$ cat src/prbl_pkg.sv
// Purpose: shared constants and source selection for the protection blocking logic
// Assumes: eight protection modules, one trip stage each, sixteen selectable sources
// Notes:   register offsets are byte addresses on a 32-bit APB slave
package prbl_pkg;
    localparam int          N_MOD = 8;
    localparam int          N_SRC = 16;
    localparam int          SEL_W = 5;

    // register byte offsets
    localparam logic [11:0] OFS_GCTRL  = 12'h000;
    localparam logic [11:0] OFS_GSEL   = 12'h004;
    localparam logic [11:0] OFS_MCTRL0 = 12'h008;
    localparam logic [11:0] OFS_REVSEL = 12'h028;
    localparam logic [11:0] OFS_STATUS = 12'h02c;

    // global control bits
    localparam int          G_PROT_EN   = 0;
    localparam int          G_BLK_PERM  = 1;
    localparam int          G_TRIP_PBLK = 2;
    localparam int          G_TRIP_PERM = 3;
    localparam int          G_WIDE_FREQ = 4;

    // global selector field positions
    localparam int          GS_BLK_A = 0;
    localparam int          GS_BLK_B = 8;
    localparam int          GS_TRIP  = 16;
    localparam int          GS_MOT   = 24;

    // per-module control bits and fields
    localparam int          M_EN       = 0;
    localparam int          M_BLK_PERM = 1;
    localparam int          M_TRIP_PBK = 2;
    localparam int          M_TRIP_PRM = 3;
    localparam int          M_MOT_BLK  = 4;
    localparam int          M_FUND     = 5;
    localparam int          M_CURRENT  = 6;
    localparam int          M_BLK_SEL  = 8;
    localparam int          M_TRIP_SEL = 16;

    // status fields
    localparam int          S_ACTIVE  = 0;
    localparam int          S_TRIP    = 8;
    localparam int          S_PROT_OK = 16;
    localparam int          S_PROT_BK = 17;

    // reset values: protection on, every module off, nothing assigned
    localparam logic [31:0] RST_GCTRL  = 32'h0000_0001;
    localparam logic [31:0] RST_GSEL   = 32'h0000_0000;
    localparam logic [31:0] RST_MCTRL  = 32'h0000_0000;
    localparam logic [4:0]  RST_REVSEL = 5'h00;

    localparam logic [4:0]  SEL_NONE = 5'h00;
    localparam logic [4:0]  SEL_MAX  = 5'h10;

    // selector 0 means no assignment; 1..16 pick digital inputs then internal signals
    function automatic logic prbl_pick(input logic [15:0] src, input logic [4:0] sel);
        logic r;
        r = 1'b0;
        if (sel != SEL_NONE && sel <= SEL_MAX) begin
            r = src[4'(sel - 5'h01)];
        end
        return r;
    endfunction
endpackage

$ cat src/prbl_cell.sv
// Purpose: blocking decision for one protection module and its trip stage
// Assumes: all inputs come from registers or synchronous pins of the parent
// Notes:   purely combinational; the parent registers both results
module prbl_cell (
    input  wire logic [31:0] i_ctrl,
    input  wire logic [15:0] i_src,
    input  wire logic        i_prot_ok,
    input  wire logic        i_mot_strt,
    input  wire logic        i_freq_out,
    input  wire logic        i_rev_il,
    input  wire logic        i_glb_trip_blk,
    input  wire logic        i_trip_dec,
    output logic             o_active,
    output logic             o_trip
);
    logic ext_block_state;
    logic ext_trip_block_input;
    logic tmp_blk;
    logic trip_blk;

    // any assignable source may block, pins or internal signals alike
    assign ext_block_state      = prbl_pkg::prbl_pick(i_src, i_ctrl[prbl_pkg::M_BLK_SEL +: 5]);  // RULE7
    assign ext_trip_block_input = prbl_pkg::prbl_pick(i_src, i_ctrl[prbl_pkg::M_TRIP_SEL +: 5]); // RULE7

    assign tmp_blk = (i_ctrl[prbl_pkg::M_BLK_PERM] & ext_block_state)                            // RULE5
                   | (i_ctrl[prbl_pkg::M_MOT_BLK] & i_mot_strt)                                 // RULE10
                   | (i_ctrl[prbl_pkg::M_FUND] & i_freq_out)                                    // RULE9
                   | (i_ctrl[prbl_pkg::M_CURRENT] & i_rev_il);                                  // RULE11

    assign o_active = i_prot_ok & i_ctrl[prbl_pkg::M_EN] & ~tmp_blk;                             // RULE2 RULE12

    assign trip_blk = i_ctrl[prbl_pkg::M_TRIP_PBK]                                              // RULE3
                    | (i_ctrl[prbl_pkg::M_TRIP_PRM] & ext_trip_block_input)                     // RULE6
                    | i_glb_trip_blk;

    assign o_trip = o_active & i_trip_dec & ~trip_blk;                                          // RULE2
endmodule

$ cat src/prbl_top.sv
// Purpose: protection blocking logic with APB configuration and registered status
// Assumes: pins synchronous to I_CLK; stage trip decisions arrive from the elements
// Notes:   every top output is a flip-flop, so outputs lag their causes by one cycle
// Functional notes
// (RULE1) global enable off stops all protection
// (RULE2) module runs only while its enable set
// (RULE3) permanent trip block suppresses stage trip
// (RULE4) global temporary block needs permit and signal
// (RULE5) module temporary block needs permit and signal
// (RULE6) trip temporary block needs permit and signal
// (RULE7) any digital input or internal signal blocks
// (RULE8) either global block input blocks everything
// (RULE9) frequency excursion blocks fundamental/harmonic elements
// (RULE10) motor start blocks only configured elements
// (RULE11) current functions also blocked by reverse interlock
// (RULE12) module active only when fully unblocked
//
// Implementation choices: the placing of the registers and the APB interface to the registers.
module prbl_top (
    input  wire logic        I_CLK,
    input  wire logic        I_RST_B,
    input  wire logic        I_PSEL,
    input  wire logic        I_PENABLE,
    input  wire logic        I_PWRITE,
    input  wire logic [11:0] I_PADDR,
    input  wire logic [31:0] I_PWDATA,
    input  wire logic [3:0]  I_PSTRB,
    input  wire logic [7:0]  I_DIG_IN,
    input  wire logic [7:0]  I_INT_SIG,
    input  wire logic        I_FREQ_OK,
    input  wire logic [7:0]  I_TRIP_DEC,
    output logic [31:0]      O_PRDATA,
    output logic             O_PREADY,
    output logic             O_PSLVERR,
    output logic [7:0]       O_MOD_ACTIVE,
    output logic [7:0]       O_TRIP_CMD,
    output logic             O_PROT_ACTIVE,
    output logic             O_PROT_BLOCKED
);
    typedef struct packed {
        logic [31:0]      gctrl;
        logic [31:0]      gsel;
        logic [7:0][31:0] mctrl;
        logic [4:0]       rev_sel;
        logic             pready;
        logic             pslverr;
        logic [31:0]      prdata;
        logic [7:0]       active;
        logic [7:0]       trip;
        logic             prot_active;
        logic             prot_blocked;
    } prbl_state_t;

    prbl_state_t st_q;
    prbl_state_t st_d;

    logic [15:0] src;
    logic        blk_a;
    logic        blk_b;
    logic        trip_sig;
    logic        mot_sig;
    logic        rev_sig;
    logic        glb_blk;
    logic        prot_ok;
    logic        glb_trip_blk;
    logic        freq_out;
    logic [7:0]  cell_active;
    logic [7:0]  cell_trip;
    logic [5:0]  widx;
    logic        in_mod;
    logic [2:0]  mod_idx;

    function automatic logic [31:0] merge(input logic [31:0] old, input logic [31:0] wd, input logic [3:0] be);
        logic [31:0] r;
        r = old;
        for (int b = 0; b < 4; b++) begin
            if (be[b]) begin
                r[8*b +: 8] = wd[8*b +: 8];
            end
        end
        return r;
    endfunction

    assign src      = {I_INT_SIG, I_DIG_IN};
    assign blk_a    = prbl_pkg::prbl_pick(src, st_q.gsel[prbl_pkg::GS_BLK_A +: 5]); // RULE7
    assign blk_b    = prbl_pkg::prbl_pick(src, st_q.gsel[prbl_pkg::GS_BLK_B +: 5]);
    assign trip_sig = prbl_pkg::prbl_pick(src, st_q.gsel[prbl_pkg::GS_TRIP +: 5]);
    assign mot_sig  = prbl_pkg::prbl_pick(src, st_q.gsel[prbl_pkg::GS_MOT +: 5]);
    assign rev_sig  = prbl_pkg::prbl_pick(src, st_q.rev_sel);

    // an unassigned input picks 0, so permit alone never blocks
    assign glb_blk      = st_q.gctrl[prbl_pkg::G_BLK_PERM] & (blk_a | blk_b);          // RULE4 RULE8
    assign prot_ok      = st_q.gctrl[prbl_pkg::G_PROT_EN] & ~glb_blk;                   // RULE1
    assign glb_trip_blk = st_q.gctrl[prbl_pkg::G_TRIP_PBLK]
                        | (st_q.gctrl[prbl_pkg::G_TRIP_PERM] & trip_sig);
    // only wide-range variants track frequency; others leave the bit clear
    assign freq_out     = st_q.gctrl[prbl_pkg::G_WIDE_FREQ] & ~I_FREQ_OK;              // RULE9

    for (genvar m = 0; m < prbl_pkg::N_MOD; m++) begin : g_cell
        prbl_cell u_cell (
            .i_ctrl         (st_q.mctrl[m]),
            .i_src          (src),
            .i_prot_ok      (prot_ok),
            .i_mot_strt     (mot_sig),
            .i_freq_out     (freq_out),
            .i_rev_il       (rev_sig),
            .i_glb_trip_blk (glb_trip_blk),
            .i_trip_dec     (I_TRIP_DEC[m]),
            .o_active       (cell_active[m]),
            .o_trip         (cell_trip[m])
        );
    end

    assign widx    = I_PADDR[7:2];
    assign in_mod  = (I_PADDR[11:2] >= prbl_pkg::OFS_MCTRL0[11:2]) && (I_PADDR[11:2] < prbl_pkg::OFS_REVSEL[11:2]);
    assign mod_idx = 3'(widx - prbl_pkg::OFS_MCTRL0[7:2]);

    always_comb begin
        logic        acc;
        logic        hit;
        logic [31:0] rd;
        st_d = st_q;
        acc  = I_PSEL & I_PENABLE;
        hit  = 1'b1;
        rd   = 32'h0000_0000;
        if (I_PADDR[1:0] != 2'h0) begin
            hit = 1'b0;
        end else if (I_PADDR == prbl_pkg::OFS_GCTRL) begin
            rd = st_q.gctrl;
        end else if (I_PADDR == prbl_pkg::OFS_GSEL) begin
            rd = st_q.gsel;
        end else if (in_mod) begin
            rd = st_q.mctrl[mod_idx];
        end else if (I_PADDR == prbl_pkg::OFS_REVSEL) begin
            rd = {27'h0000000, st_q.rev_sel};
        end else if (I_PADDR == prbl_pkg::OFS_STATUS) begin
            rd = {14'h0000, st_q.prot_blocked, st_q.prot_active, st_q.trip, st_q.active};
        end else begin
            hit = 1'b0;
        end
        // one wait state: the answer is registered, then the transfer completes
        st_d.pready  = 1'b0;
        st_d.pslverr = 1'b0;
        if (acc && !st_q.pready) begin
            st_d.pready  = 1'b1;
            st_d.pslverr = ~hit;
            st_d.prdata  = (I_PWRITE || !hit) ? 32'h0000_0000 : rd;
        end
        if (acc && st_q.pready && I_PWRITE && hit) begin
            if (I_PADDR == prbl_pkg::OFS_GCTRL) begin
                st_d.gctrl = merge(st_q.gctrl, I_PWDATA, I_PSTRB) & 32'h0000_001f;
            end else if (I_PADDR == prbl_pkg::OFS_GSEL) begin
                st_d.gsel = merge(st_q.gsel, I_PWDATA, I_PSTRB) & 32'h1f1f_1f1f;
            end else if (in_mod) begin
                st_d.mctrl[mod_idx] = merge(st_q.mctrl[mod_idx], I_PWDATA, I_PSTRB) & 32'h001f_1f7f;
            end else if (I_PADDR == prbl_pkg::OFS_REVSEL && I_PSTRB[0]) begin
                st_d.rev_sel = I_PWDATA[4:0];
            end
        end
        st_d.active       = cell_active;                                                // RULE2 RULE12
        st_d.trip         = cell_trip;                                                  // RULE3 RULE6
        st_d.prot_active  = prot_ok;                                                    // RULE1
        st_d.prot_blocked = glb_blk;                                                    // RULE4
    end

    always_ff @(posedge I_CLK or negedge I_RST_B) begin
        if (!I_RST_B) begin
            st_q.gctrl        <= prbl_pkg::RST_GCTRL;
            st_q.gsel         <= prbl_pkg::RST_GSEL;
            st_q.mctrl        <= {prbl_pkg::N_MOD{prbl_pkg::RST_MCTRL}};
            st_q.rev_sel      <= prbl_pkg::RST_REVSEL;
            st_q.pready       <= 1'b0;
            st_q.pslverr      <= 1'b0;
            st_q.prdata       <= 32'h0000_0000;
            st_q.active       <= 8'h00;
            st_q.trip         <= 8'h00;
            st_q.prot_active  <= 1'b0;
            st_q.prot_blocked <= 1'b0;
        end else begin
            st_q <= st_d;
        end
    end

    assign O_PRDATA       = st_q.prdata;
    assign O_PREADY       = st_q.pready;
    assign O_PSLVERR      = st_q.pslverr;
    assign O_MOD_ACTIVE   = st_q.active;
    assign O_TRIP_CMD     = st_q.trip;
    assign O_PROT_ACTIVE  = st_q.prot_active;
    assign O_PROT_BLOCKED = st_q.prot_blocked;

    // helper vectors for the checks below
    logic [7:0] en_v;
    logic [7:0] pbk_v;
    logic [7:0] mblk_v;
    logic [7:0] tblk_v;
    logic [7:0] fund_v;
    logic [7:0] mot_v;
    logic [7:0] cur_v;
    for (genvar m = 0; m < prbl_pkg::N_MOD; m++) begin : g_chk
        assign en_v[m]   = st_q.mctrl[m][prbl_pkg::M_EN];
        assign pbk_v[m]  = st_q.mctrl[m][prbl_pkg::M_TRIP_PBK];
        assign mblk_v[m] = st_q.mctrl[m][prbl_pkg::M_BLK_PERM]
                         & prbl_pkg::prbl_pick(src, st_q.mctrl[m][prbl_pkg::M_BLK_SEL +: 5]);
        assign tblk_v[m] = st_q.mctrl[m][prbl_pkg::M_TRIP_PRM]
                         & prbl_pkg::prbl_pick(src, st_q.mctrl[m][prbl_pkg::M_TRIP_SEL +: 5]);
        assign fund_v[m] = st_q.mctrl[m][prbl_pkg::M_FUND];
        assign mot_v[m]  = st_q.mctrl[m][prbl_pkg::M_MOT_BLK];
        assign cur_v[m]  = st_q.mctrl[m][prbl_pkg::M_CURRENT];
    end
endmodule

$ cat config.mk
export PLATFORM = sky130hd
export DESIGN_NAME = prbl_top
export DESIGN_NICKNAME = d
export VERILOG_FILES = /design/src/prbl_pkg.sv /design/src/prbl_cell.sv /design/src/prbl_top.sv
export SDC_FILE = /design/constraint.sdc
export NUM_CORES = 1
export LEC_CHECK = 0
export CAP_MARGIN = 15
export CORE_UTILIZATION = 38
export CTS_CLUSTER_SIZE = 20
export DETAILED_ROUTE_END_ITERATION = 10
export DONT_BUFFER_PORTS = 1
export PLACE_DENSITY_LB_ADDON = 0.12
export SYNTH_ARGS = -nofsm -noshare
export SYNTH_HDL_FRONTEND = slang
export SYNTH_HIERARCHICAL = 1
export SYNTH_SLANG_ARGS = --single-unit
$ cat constraint.sdc
create_clock -name I_CLK -period 8.1 [get_ports I_CLK]
set_input_delay 1.62 -clock I_CLK [delete_from_list [all_inputs] [get_ports I_CLK]]
set_output_delay 1.62 -clock I_CLK [all_outputs]
set_load 0.05 [all_outputs]
Word-level counts from Yosys, hierarchy flattened. Index checks and enable logic that the tools add are counted.

Equal/unequal tests: 3. Magnitude comparators: 46. Reduce and logical (&&, ||, !) cells: 61. $add $sub $neg: 22. Bitwise gates (word level): 141. Mux-type cells: 97.

Operator list (count): bitwise mux 256 bit (1); 2-to-1 mux 32 bit (7); less-or-equal comparator 5 bit, second input constant (21); less-than comparator 4 x 5 -> 1 bit, second input constant (21); nonzero test 5 bit (21); binary-select mux 32 bit (select 3 bit) (1); demux 32 bit (select 3 bit) (1); binary-select mux 1 bit (select 4 bit) (21); subtractor 4 x 1 -> 4 bit, second input constant (21); AND 1 bit (77); 2-to-1 mux 5 bit (10); 2-to-1 mux 1 bit (48); bitwise OR 1 bit (42); 2-to-1 mux 18 bit (2); 2-to-1 mux 7 bit (5); 2-to-1 mux 34 bit (1); logical AND 1 bit (28); equality test 12 x 6 -> 1 bit, second input constant (2); inverter 1 bit (22); AND reduction 4 bit (5); equality test 12 x 3 -> 1 bit, second input constant (1); logical NOT 12 bit (1); greater-or-equal comparator 10 x 2 -> 1 bit, second input constant (1); less-than comparator 10 x 4 -> 1 bit, second input constant (1); other kinds (8) (9).

Output and inout port bits: 52. Bits in registers: 338.

Depth between registers and ports, before layout. Gate-level depths: netlist of the first run.

Depth after elaboration: 12. Mapped depth: 13.

Cells and area by module. Netlist of the first run, hierarchy kept.

Modules (own cells, without submodules): prbl_top (area each 11254.5 um^2, cells each 817, instances 1); prbl_cell (area each 461.7 um^2, cells each 55, instances 8).

Worst setup path before layout of the first run. Ideal clock, no wire load.

Path kind: input to register. From: in I_PADDR[3]. To: reg st_q (netlist bit mot_v[0]). Stages: 10. Arrival: 3916 ps. Path slack: 4060 ps. Path through: buf_2 -> clkbuf_1 -> inv_1 -> ha_1 -> buf_1 -> mux4_2 -> nand2_1 -> nand2_1 -> mux2_2 -> mux2_2.

Longest elaborated chain between the ends: 9. Elaborated cells on any way between the ends: 31. Classes of those cells: 1 x add/sub; 4 x order compare; 3 x eq/ne; 16 x mux; 2 x bitwise; 5 x reduce/logical.

Ends and longest elaborated chain: from (decl) (line prbl_top.sv:25) `input wire logic [11:0] I_PADDR,`; subtractor 3 x 2 -> 3 bit / equality test 12 x 6 -> 1 bit (equally long branches) (line prbl_top.sv:116, prbl_top.sv:136); binary-select mux 32 bit (select 3 bit) / 2-to-1 mux 1 bit (equally long branches) (line prbl_top.sv:155, prbl_top.sv:136); 2-to-1 mux 32 bit (not written as such) / 2-to-1 mux 1 bit (equally long branches) (line prbl_top.sv:155, prbl_top.sv:134); 2-to-1 mux 7 bit / 2-to-1 mux 1 bit (equally long branches) (line prbl_top.sv:77, prbl_top.sv:132); 2-to-1 mux 7 bit / 2-to-1 mux 1 bit (equally long branches) (line prbl_top.sv:154, prbl_top.sv:130); 2-to-1 mux 7 bit / 2-to-1 mux 1 bit (equally long branches) (line prbl_top.sv:152, prbl_top.sv:128); 2-to-1 mux 7 bit / 2-to-1 mux 1 bit (equally long branches) (line prbl_top.sv:150, prbl_top.sv:126); 2-to-1 mux 7 bit / logical AND 1 bit (equally long branches) (line prbl_top.sv:149) `if (acc && st_q.pready && I_PWRITE && hit) begin`; bitwise mux 256 bit / AND reduction 4 bit (equally long branches); to (signal assigned) (line prbl_top.sv:180) `st_q <= st_d;`; to (decl) (line prbl_top.sv:54) `prbl_state_t st_q;`.

Parallel ways exist; a longest one is shown, timed or not. The select of a mux whose other input is x is not followed. A chain may end at the register's enable or synchronous reset.

Worst setup path after layout of the first run.
From: in I_DIG_IN[0]. To: reg st_q (netlist bit O_TRIP_CMD[0]).

Longest elaborated chain between the ends: 11. Elaborated cells on any way between the ends: 42. Classes of those cells: 21 x mux; 21 x bitwise.

Ends and longest elaborated chain: from (decl) (line prbl_top.sv:28) `input wire logic [7:0] I_DIG_IN,`; binary-select mux 1 bit (select 4 bit) (line prbl_pkg.sv:60) `r = src[4'(sel - 5'h01)];`; 2-to-1 mux 1 bit (not written as such) (line prbl_pkg.sv:60); 2-to-1 mux 1 bit (line prbl_pkg.sv:59) `if (sel != SEL_NONE && sel <= SEL_MAX) begin`; bitwise OR 1 bit (*) (line prbl_top.sv:92) `assign glb_blk = st_q.gctrl[prbl_pkg::G_BLK_PERM] & (blk_a | blk_b);`; AND 1 bit (*) (line prbl_top.sv:92); via glb_blk (line prbl_top.sv:63) `logic glb_blk;`; inverter 1 bit (*) (line prbl_top.sv:93) `assign prot_ok = st_q.gctrl[prbl_pkg::G_PROT_EN] & ~glb_blk;`; AND 1 bit (*) (line prbl_top.sv:93); via prot_ok (line prbl_top.sv:64) `logic prot_ok;`; AND 1 bit (*) (2 in series) (line prbl_cell.sv:30) `assign o_active = i_prot_ok & i_ctrl[prbl_pkg::M_EN] & ~tmp_blk;`; via cell_active[0] (line prbl_top.sv:67) `logic [7:0] cell_active;`; AND 1 bit (*) (2 in series) (line prbl_cell.sv:36) `assign o_trip = o_active & i_trip_dec & ~trip_blk;`; via cell_trip[0] (line prbl_top.sv:68) `logic [7:0] cell_trip;`.

Mark *: on every way through the listed nets, which the timed path passes. The rest lies on a longest branch. The select of a mux whose other input is x is not followed.

==> impl_metrics.toml, run 1 <==
[outcome]
status = "complete, no violations"

[sta]
final-hold-violation-count = 0
drv_slew = 0
setup_viol = 0
finalClockSkew_ns = 0.007995
relSlewSlack_pct = 33.74
whs_ns = 0.5360
fin_crit_sh_pct = 50.85
worstMarginPinSlew_ns = 0.9863
grt_setup_unrepaired = "false"
fin_setup_tns_ns = 0
period_needed_ns = 4.119
clock.fmax_ghz = 0.2428

[cts]
clk_latency_ns = 0.55
cts_tree = "built"
h-tree-depth = 1
cts_resized = 0
cts.path.max_buffers = 3
cts_made_buffers = 27
root_buffer = "clkbuf_16"
postCtsSetupBuffers = 0
clkTransAtPathRegs_ns = 0.06
clkSinkCount = 212
cts_hold_buffers = 0

[drt]
num_vias = 10300
m1WireLength_mm = 22.23
drt_iter0_drc = 937
route.detailed.drc = 0
viasPerCell = 5.954
wl_met2_mm = 21.69
route.final.wire_length_mm = 47.96
top_layer = "met4"
met3WireLength_mm = 2.874
wl_per_cell_um = 27.72
drt_first_pass_iters = 5
drtAntennaViolNets = 0

[global_route]
overflow = 0
grt_max_degree = 213
grt_pass1_vias = 10330
track_usage_pct = 23.81
grt_pass1_wl_mm = 71.57
antenna_found_initial = 5

[logic_synthesis]
yosys.area.top_type = "dfrtp_1"
ys_types = 46
synth-async-reset-ratio_pct = 100.0
synth_edf_count = 0
synthTopCellsByArea = "dfrtp_1 35%, mux4_2 13%, mux2_2 9.3%"
syn_area_um2 = 14950
ys.flop_type = "dfrtp_1"
synth_warnings = 6
syn_inst = 1257
avgSynthCellArea_um2 = 11.89
synth_top_area_share_pct = 35.32
ys_seq_area_share_pct = 35.50
synth_seq_cells = 212

[run]
drv_cap = 0

[layout]
area_delta_synth_final_pct = 6.404
layout.nets = 1311
fillers = 3702
finalInstanceArea_um2 = 15910
utilization_pct = 41.06
drive_gt1_share_pct = 29.09
final_cells = 1730

[setup_path]
crit_fanout = 21
critical_path_arrival_ns = 4.60
rr_startpoint = "st_q[321]$_DFFE_PN0P_"
crit_type = "in -> reg"
cp-start-kind = "input port"
cp-end-kind = "register"
critPathRequiredTime_ns = 8.58
r2r-end = "O_TRIP_CMD[0]$_DFF_PN0_"
r2r_cells = 11
regToRegSetupSlack_ns = 4.04

[place]
post-dp-hpwl_mm = 32.40
place_congestion = 0.8161
dp.cells = 1679
place_area_um2 = 14950
numPortBuffers = 0

[worst_hold_path]
worstHoldEndpoint = "mot_v[4]$_DFFE_PN0P_"
whs_path_depth = 1
hp-class = "reg -> reg"
hp-start = "mot_v[4]$_DFFE_PN0P_"

[power]
leakage_nw = 6.893
powerDensity_nw_per_um2 = 155.1
vdd_drop_max_v = 0.00009258

[die]
start_util_pct = 38.59
die_h_um = 200.3
fp-row-count = 72
core_area_um2 = 38740
die-area_um2 = 40130
io-pin-count = 130
die_w_um = 200.3
[cells by family (layout without fill, tap and decap cells)]
logic type      count (synthesis)  in the layout  share of synthesized area (%)
mux                           355            355                          34.85
simple gates                  314            314                          10.91
flops                         212            212                          35.50
buf+inv                       150             98                          5.767
compound gates                109            109                          5.081
xor+xnor                       73             73                          4.277
fa+ha+maj                      43             43                          3.599
other cells                     1              8                        0.02509
[through the flow]
stage | setup WS (ns) | total power [W]
after floorplan | 4.060 | 0.001174
after global placement | 3.434 | 0.001178
after detailed placement | 3.419 | 0.001178
after CTS | 3.961 | 0.002484
after global routing | 3.844 | 0.002535
final | 3.981 | 0.002467
[per-layer routing]
metal	track usage [%]	up-vias
met5	0	-
met4	5.398	0
met3	4.637	73
met2	36.73	343
met1	34.42	5381
li1	-	4503
[cells in the mapped netlist (12+ instances only)]
cell and count:
a22oi_1 25, ha_1 43, mux2i_1 64, nor2_1 43, xor2_1 44, mux2_4 80, nand4_1 18, nor2b_1 18
a21oi_1 23, inv_1 45, nor3_1 35, mux2_2 123, nand3_1 60, a2111oi_0 16, buf_6 12, dfrtp_1 211
buf_4 49, mux4_2 88, o21ai_0 15, clkbuf_1 22, buf_2 20, xnor2_1 29, nand2_1 86
[how the worst max path moves through the flow]
stage | from | endpoint | slack, ns | cells after the start
final | I_DIG_IN[0] | O_TRIP_CMD[0]$_DFF_PN0_ | 3.98 | 9
after global routing | st_q[321]$_DFFE_PN0P_ | O_TRIP_CMD[1]$_DFF_PN0_ | 3.84 | 11
after CTS | I_DIG_IN[4] | O_TRIP_CMD[1]$_DFF_PN0_ | 3.96 | 9
after detailed placement | I_DIG_IN[4] | O_TRIP_CMD[1]$_DFF_PN0_ | 3.42 | 9
after global placement | I_DIG_IN[4] | O_TRIP_CMD[1]$_DFF_PN0_ | 3.43 | 9
after floorplan | I_PADDR[3] | mot_v[0]$_DFFE_PN0P_ | 4.06 | 10
[worst max-delay path, stage by stage]
cell	delay, ns
mux4_2	0.45
mux2_2	0.27
and3b_1	0.21
o41a_1	0.36
nor2b_1	0.13
buf_4	0.19
nand4_1	0.22
a211oi_1	0.81
and4_1	0.31
[power by group]
| part | internal, W | switching (W) | total (W) | leakage, nW |
|---|---|---|---|---|
| clock network | 0.000806 | 0.000501 | 0.00131 | 0.462 |
| logic | 0.0000495 | 0.0000483 | 0.0000978 | 3.47 |
| registers | 0.00106 | 0.00000233 | 0.00106 | 2.96 |
[registers in the layout (all words and copies together) (netlist names)]
register and flops:
O_MOD_ACTIVE 8, mot_v 8, O_PRDATA 26, fund_v 8, O_PROT_BLOCKED 1, O_PROT_ACTIVE 1, st_q 126, en_v 8
pbk_v 8, cur_v 8, O_TRIP_CMD 8, O_PREADY 1, O_PSLVERR 1
[layout by cell type (no fill, tap or decap), types with 18 or more instances in the layout]
cell and n:
dfrtp_1 211, mux2_2 123, mux4_2 88, nand2_1 86, mux2_4 80, mux2i_1 64
nand3_1 60, inv_1 45, xor2_1 44, nor2_1 43, ha_1 43, nor3_1 35
xnor2_1 29, clkbuf_16 27, a22oi_1 25, a21oi_1 23, nor2b_1 18, nand4_1 18
[layout make-up]
class                   count  area, µm²  area share, %
inverters                  45      168.9          1.062
repair buffers              4      30.03         0.1888
clock buffers              36      749.5          4.712
multi-input cells         900       8798          55.32
diodes                      2      5.005        0.03147
clock inverters            13      198.9          1.251
well taps                 518      648.1          4.075
flip-flops and latches    212       5306          33.36
Note: power is estimated with default switching activity, not from simulation.
==> run 2: changes to the inputs <==
--- a/config.mk
+++ b/config.mk
@@ -5,6 +5,7 @@
 export SDC_FILE = /design/constraint.sdc
 export NUM_CORES = 1
 export LEC_CHECK = 0
+export ABC_AREA = 1
 export CAP_MARGIN = 15
 export CORE_UTILIZATION = 38
 export CTS_CLUSTER_SIZE = 20
==> constraint.sdc (replaced) <==
create_clock -name I_CLK -period 4.2 [get_ports I_CLK]
set_input_delay 0.84 -clock I_CLK [delete_from_list [all_inputs] [get_ports I_CLK]]
set_output_delay 0.84 -clock I_CLK [all_outputs]
set_load 0.05 [all_outputs]
==> run 2 against run 1 <==
  * Die area grew 10%
  * First-iteration DRC count rose by 98%
  * Combinational power grew to 4.3 times the previous value
  * Total power up 91%
  * Global-route usage increased by 3.9 points
  * Critical endpoint is now O_TRIP_CMD[5]$_DFF_PN0_
  * Sequential share of layout area down 2.7 points
==> impl_metrics.toml, run 2 <==
[setup_path]
critical_path.top_delay_family = "compound AO/OA/AOI/OAI gates"
max_stage_delay_ns = 0.94
critical_path_arrival_ns = 3.83
crit_type = "reg -> reg"
critPathRequiredTime_ns = 4.64
crit_slowest_cell = "o21bai_1"
crit_top_cell = "nand2_1"
crit_fanout = 13
cp-start-kind = "register"
cp-end-kind = "register"
crit_chain = "clkinv_1 > ha_1 > inv_1 > o21ai_0 > a21oi_1 > a21oi_1 > nand2_1 > o211ai_1 > nand2_1 > o21bai_1 > nor3b_1 > nand2_1 > nor2_2"
crit_buf_inv = 2

[global_route]
grt_pass1_wl_mm = 94.16
overflow = 0
track_usage_pct = 27.73
antenna_found_initial = 3
grt_pass1_vias = 15380
grt_max_degree = 137

[layout]
final_common_cell = "nand2_1"
layout.nets = 2557
seq_area_um2 = 5306
finalInstanceArea_um2 = 17300
final_cells = 3042
multi_input_area_um2 = 9339
top_register = "st_q"
area_delta_synth_final_pct = 4.741
fillers = 4603
final_cell_mix = "910 x nand2_1, 485 x nand3_1, 211 x dfrtp_1"
drive_gt1_share_pct = 6.319
largest_register_ffs = 126

[power]
vdd_drop_max_v = 0.0002524
power.total_w = 0.004709
powerDensity_nw_per_um2 = 272.1
leakage_nw = 8.785

[drt]
drtAntennaViolNets = 0
route.final.wire_length_mm = 62.65
viasPerCell = 5.496
num_vias = 16720
drt_first_pass_iters = 5
route.detailed.drc = 0
wl_per_cell_um = 20.59
drt_iter0_drc = 1857

[place]
place_area_um2 = 16400
place_congestion = 0.8902
dp.cells = 2989
post-dp-hpwl_mm = 41.87
numPortBuffers = 0

[logic_synthesis]
synth-async-reset-ratio_pct = 100.0
syn_area_um2 = 16520
synth_edf_count = 0
ys_types = 44
synth_common_cells = "910 x nand2_1, 485 x nand3_1, 211 x dfrtp_1"
synth_top_area_share_pct = 31.96
synth_most_common_cell = "nand2_1"
synthTopCellsByArea = "dfrtp_1 32%, nand2_1 21%, nand3_1 15%"
ys_seq_area_share_pct = 32.12
ys.flop_type = "dfrtp_1"
yosys.area.top_type = "dfrtp_1"
syn_inst = 2529
synth_seq_cells = 212
avgSynthCellArea_um2 = 6.533
synth_warnings = 6

[die]
start_util_pct = 38.44
die-area_um2 = 44310
die_w_um = 210.5
die_h_um = 210.5
fp-row-count = 76
core_area_um2 = 42980
io-pin-count = 130

[sta]
period_needed_ns = 3.395
fin_setup_tns_ns = 0
grt_setup_unrepaired = "false"
fin_crit_sh_pct = 80.84
clock.fmax_ghz = 0.2945
drv_slew = 0
setup_viol = 0
finalClockSkew_ns = 0.03406
final-hold-violation-count = 0
relSlewSlack_pct = 18.29
worstMarginPinSlew_ns = 1.223

[cts]
clkSinkCount = 212
clkTransAtPathRegs_ns = 0.06
postCtsSetupBuffers = 0
root_buffer = "clkbuf_16"
cts_tree = "built"
h-tree-depth = 1
cts.path.max_buffers = 3
cts_made_buffers = 26
clk_latency_ns = 0.55

[outcome]
status = "complete, no violations"

[run]
drv_cap = 0

[worst_hold_path]
hp-class = "in -> async"
==> run 2: cells by family after synthesis <==
logic type / synth area share, %
fa+ha+maj: 3.257
xor+xnor: 1.590
other cells: 0.02270
buf+inv: 11.48
simple gates: 43.31
compound gates: 8.225
flops: 32.12
==> run 2: through the flow <==
| stage | hold slack (ns) | utilization (%) | setup WS [ns] |
|---|---|---|---|
| 3_3_place_gp | 0.4693 | 38.16 | 0.8558 |
| 3_5_place_dp | 0.4753 | 38.16 | 0.8103 |
| 5_1_grt | 0.001343 | 40.24 | 0.5764 |
| 4_1_cts | 0.0005808 | 40.19 | 0.8846 |
| 2_1_floorplan | 0.4500 | - | 1.452 |
| 6_report | 0.02148 | 40.26 | 0.8048 |
==> run 2: final timing paths <==
path                                       start                      end  slack, ns  cells after the start
setup / recovery           st_q[329]$_DFFE_PN0P_  O_TRIP_CMD[5]$_DFF_PN0_       0.80                     13
hold / removal                           I_RST_B     st_q[97]$_DFFE_PN0P_       0.02                      0
setup reg to reg           st_q[329]$_DFFE_PN0P_  O_TRIP_CMD[5]$_DFF_PN0_       0.80                     13
hold reg to reg            st_q[345]$_DFFE_PN1P_    st_q[345]$_DFFE_PN1P_       0.49                      2
max in group asynchronous                I_RST_B    st_q[105]$_DFFE_PN0P_       3.31                      1
min in group I_CLK                   I_PWDATA[0]    st_q[345]$_DFFE_PN1P_       0.43                      2
==> run 2: routing by layer <==
layer  wire length, µm  track usage, %  vias to the layer above  share of wire (%)
li1                  -               -                     8000                  -
met1             28150           39.05                     7951                 45
met2             28030           43.46                      657                 45
met3              4563           4.663                      112                7.3
met4              1901           8.196                        0                3.0
met5                 0               0                        -                  0
==> run 2: layout make-up <==
type                       count  share of cell area (%)
clock buffer                  36                   4.215
antenna                        4                 0.05785
clock inverter                 9                  0.5640
timing repair buffer          23                   1.359
inverter                     217                   4.939
tap                          585                   4.230
multi-input combinational   1956                   53.97
sequential                   212                   30.67
==> run 2: power breakdown <==
part / switching, W / internal [W]
sequential: 0.00000447 / 0.00204
clock: 0.000914 / 0.00133
combinational: 0.000312 / 0.000110
total: 0.00123 / 0.00348
==> run 2: repair_timing <==
item	CTS	global route
hold endpoints to repair	97	5
hold buffers	2	2
resized for setup	0	0
setup endpoints to repair	0	0
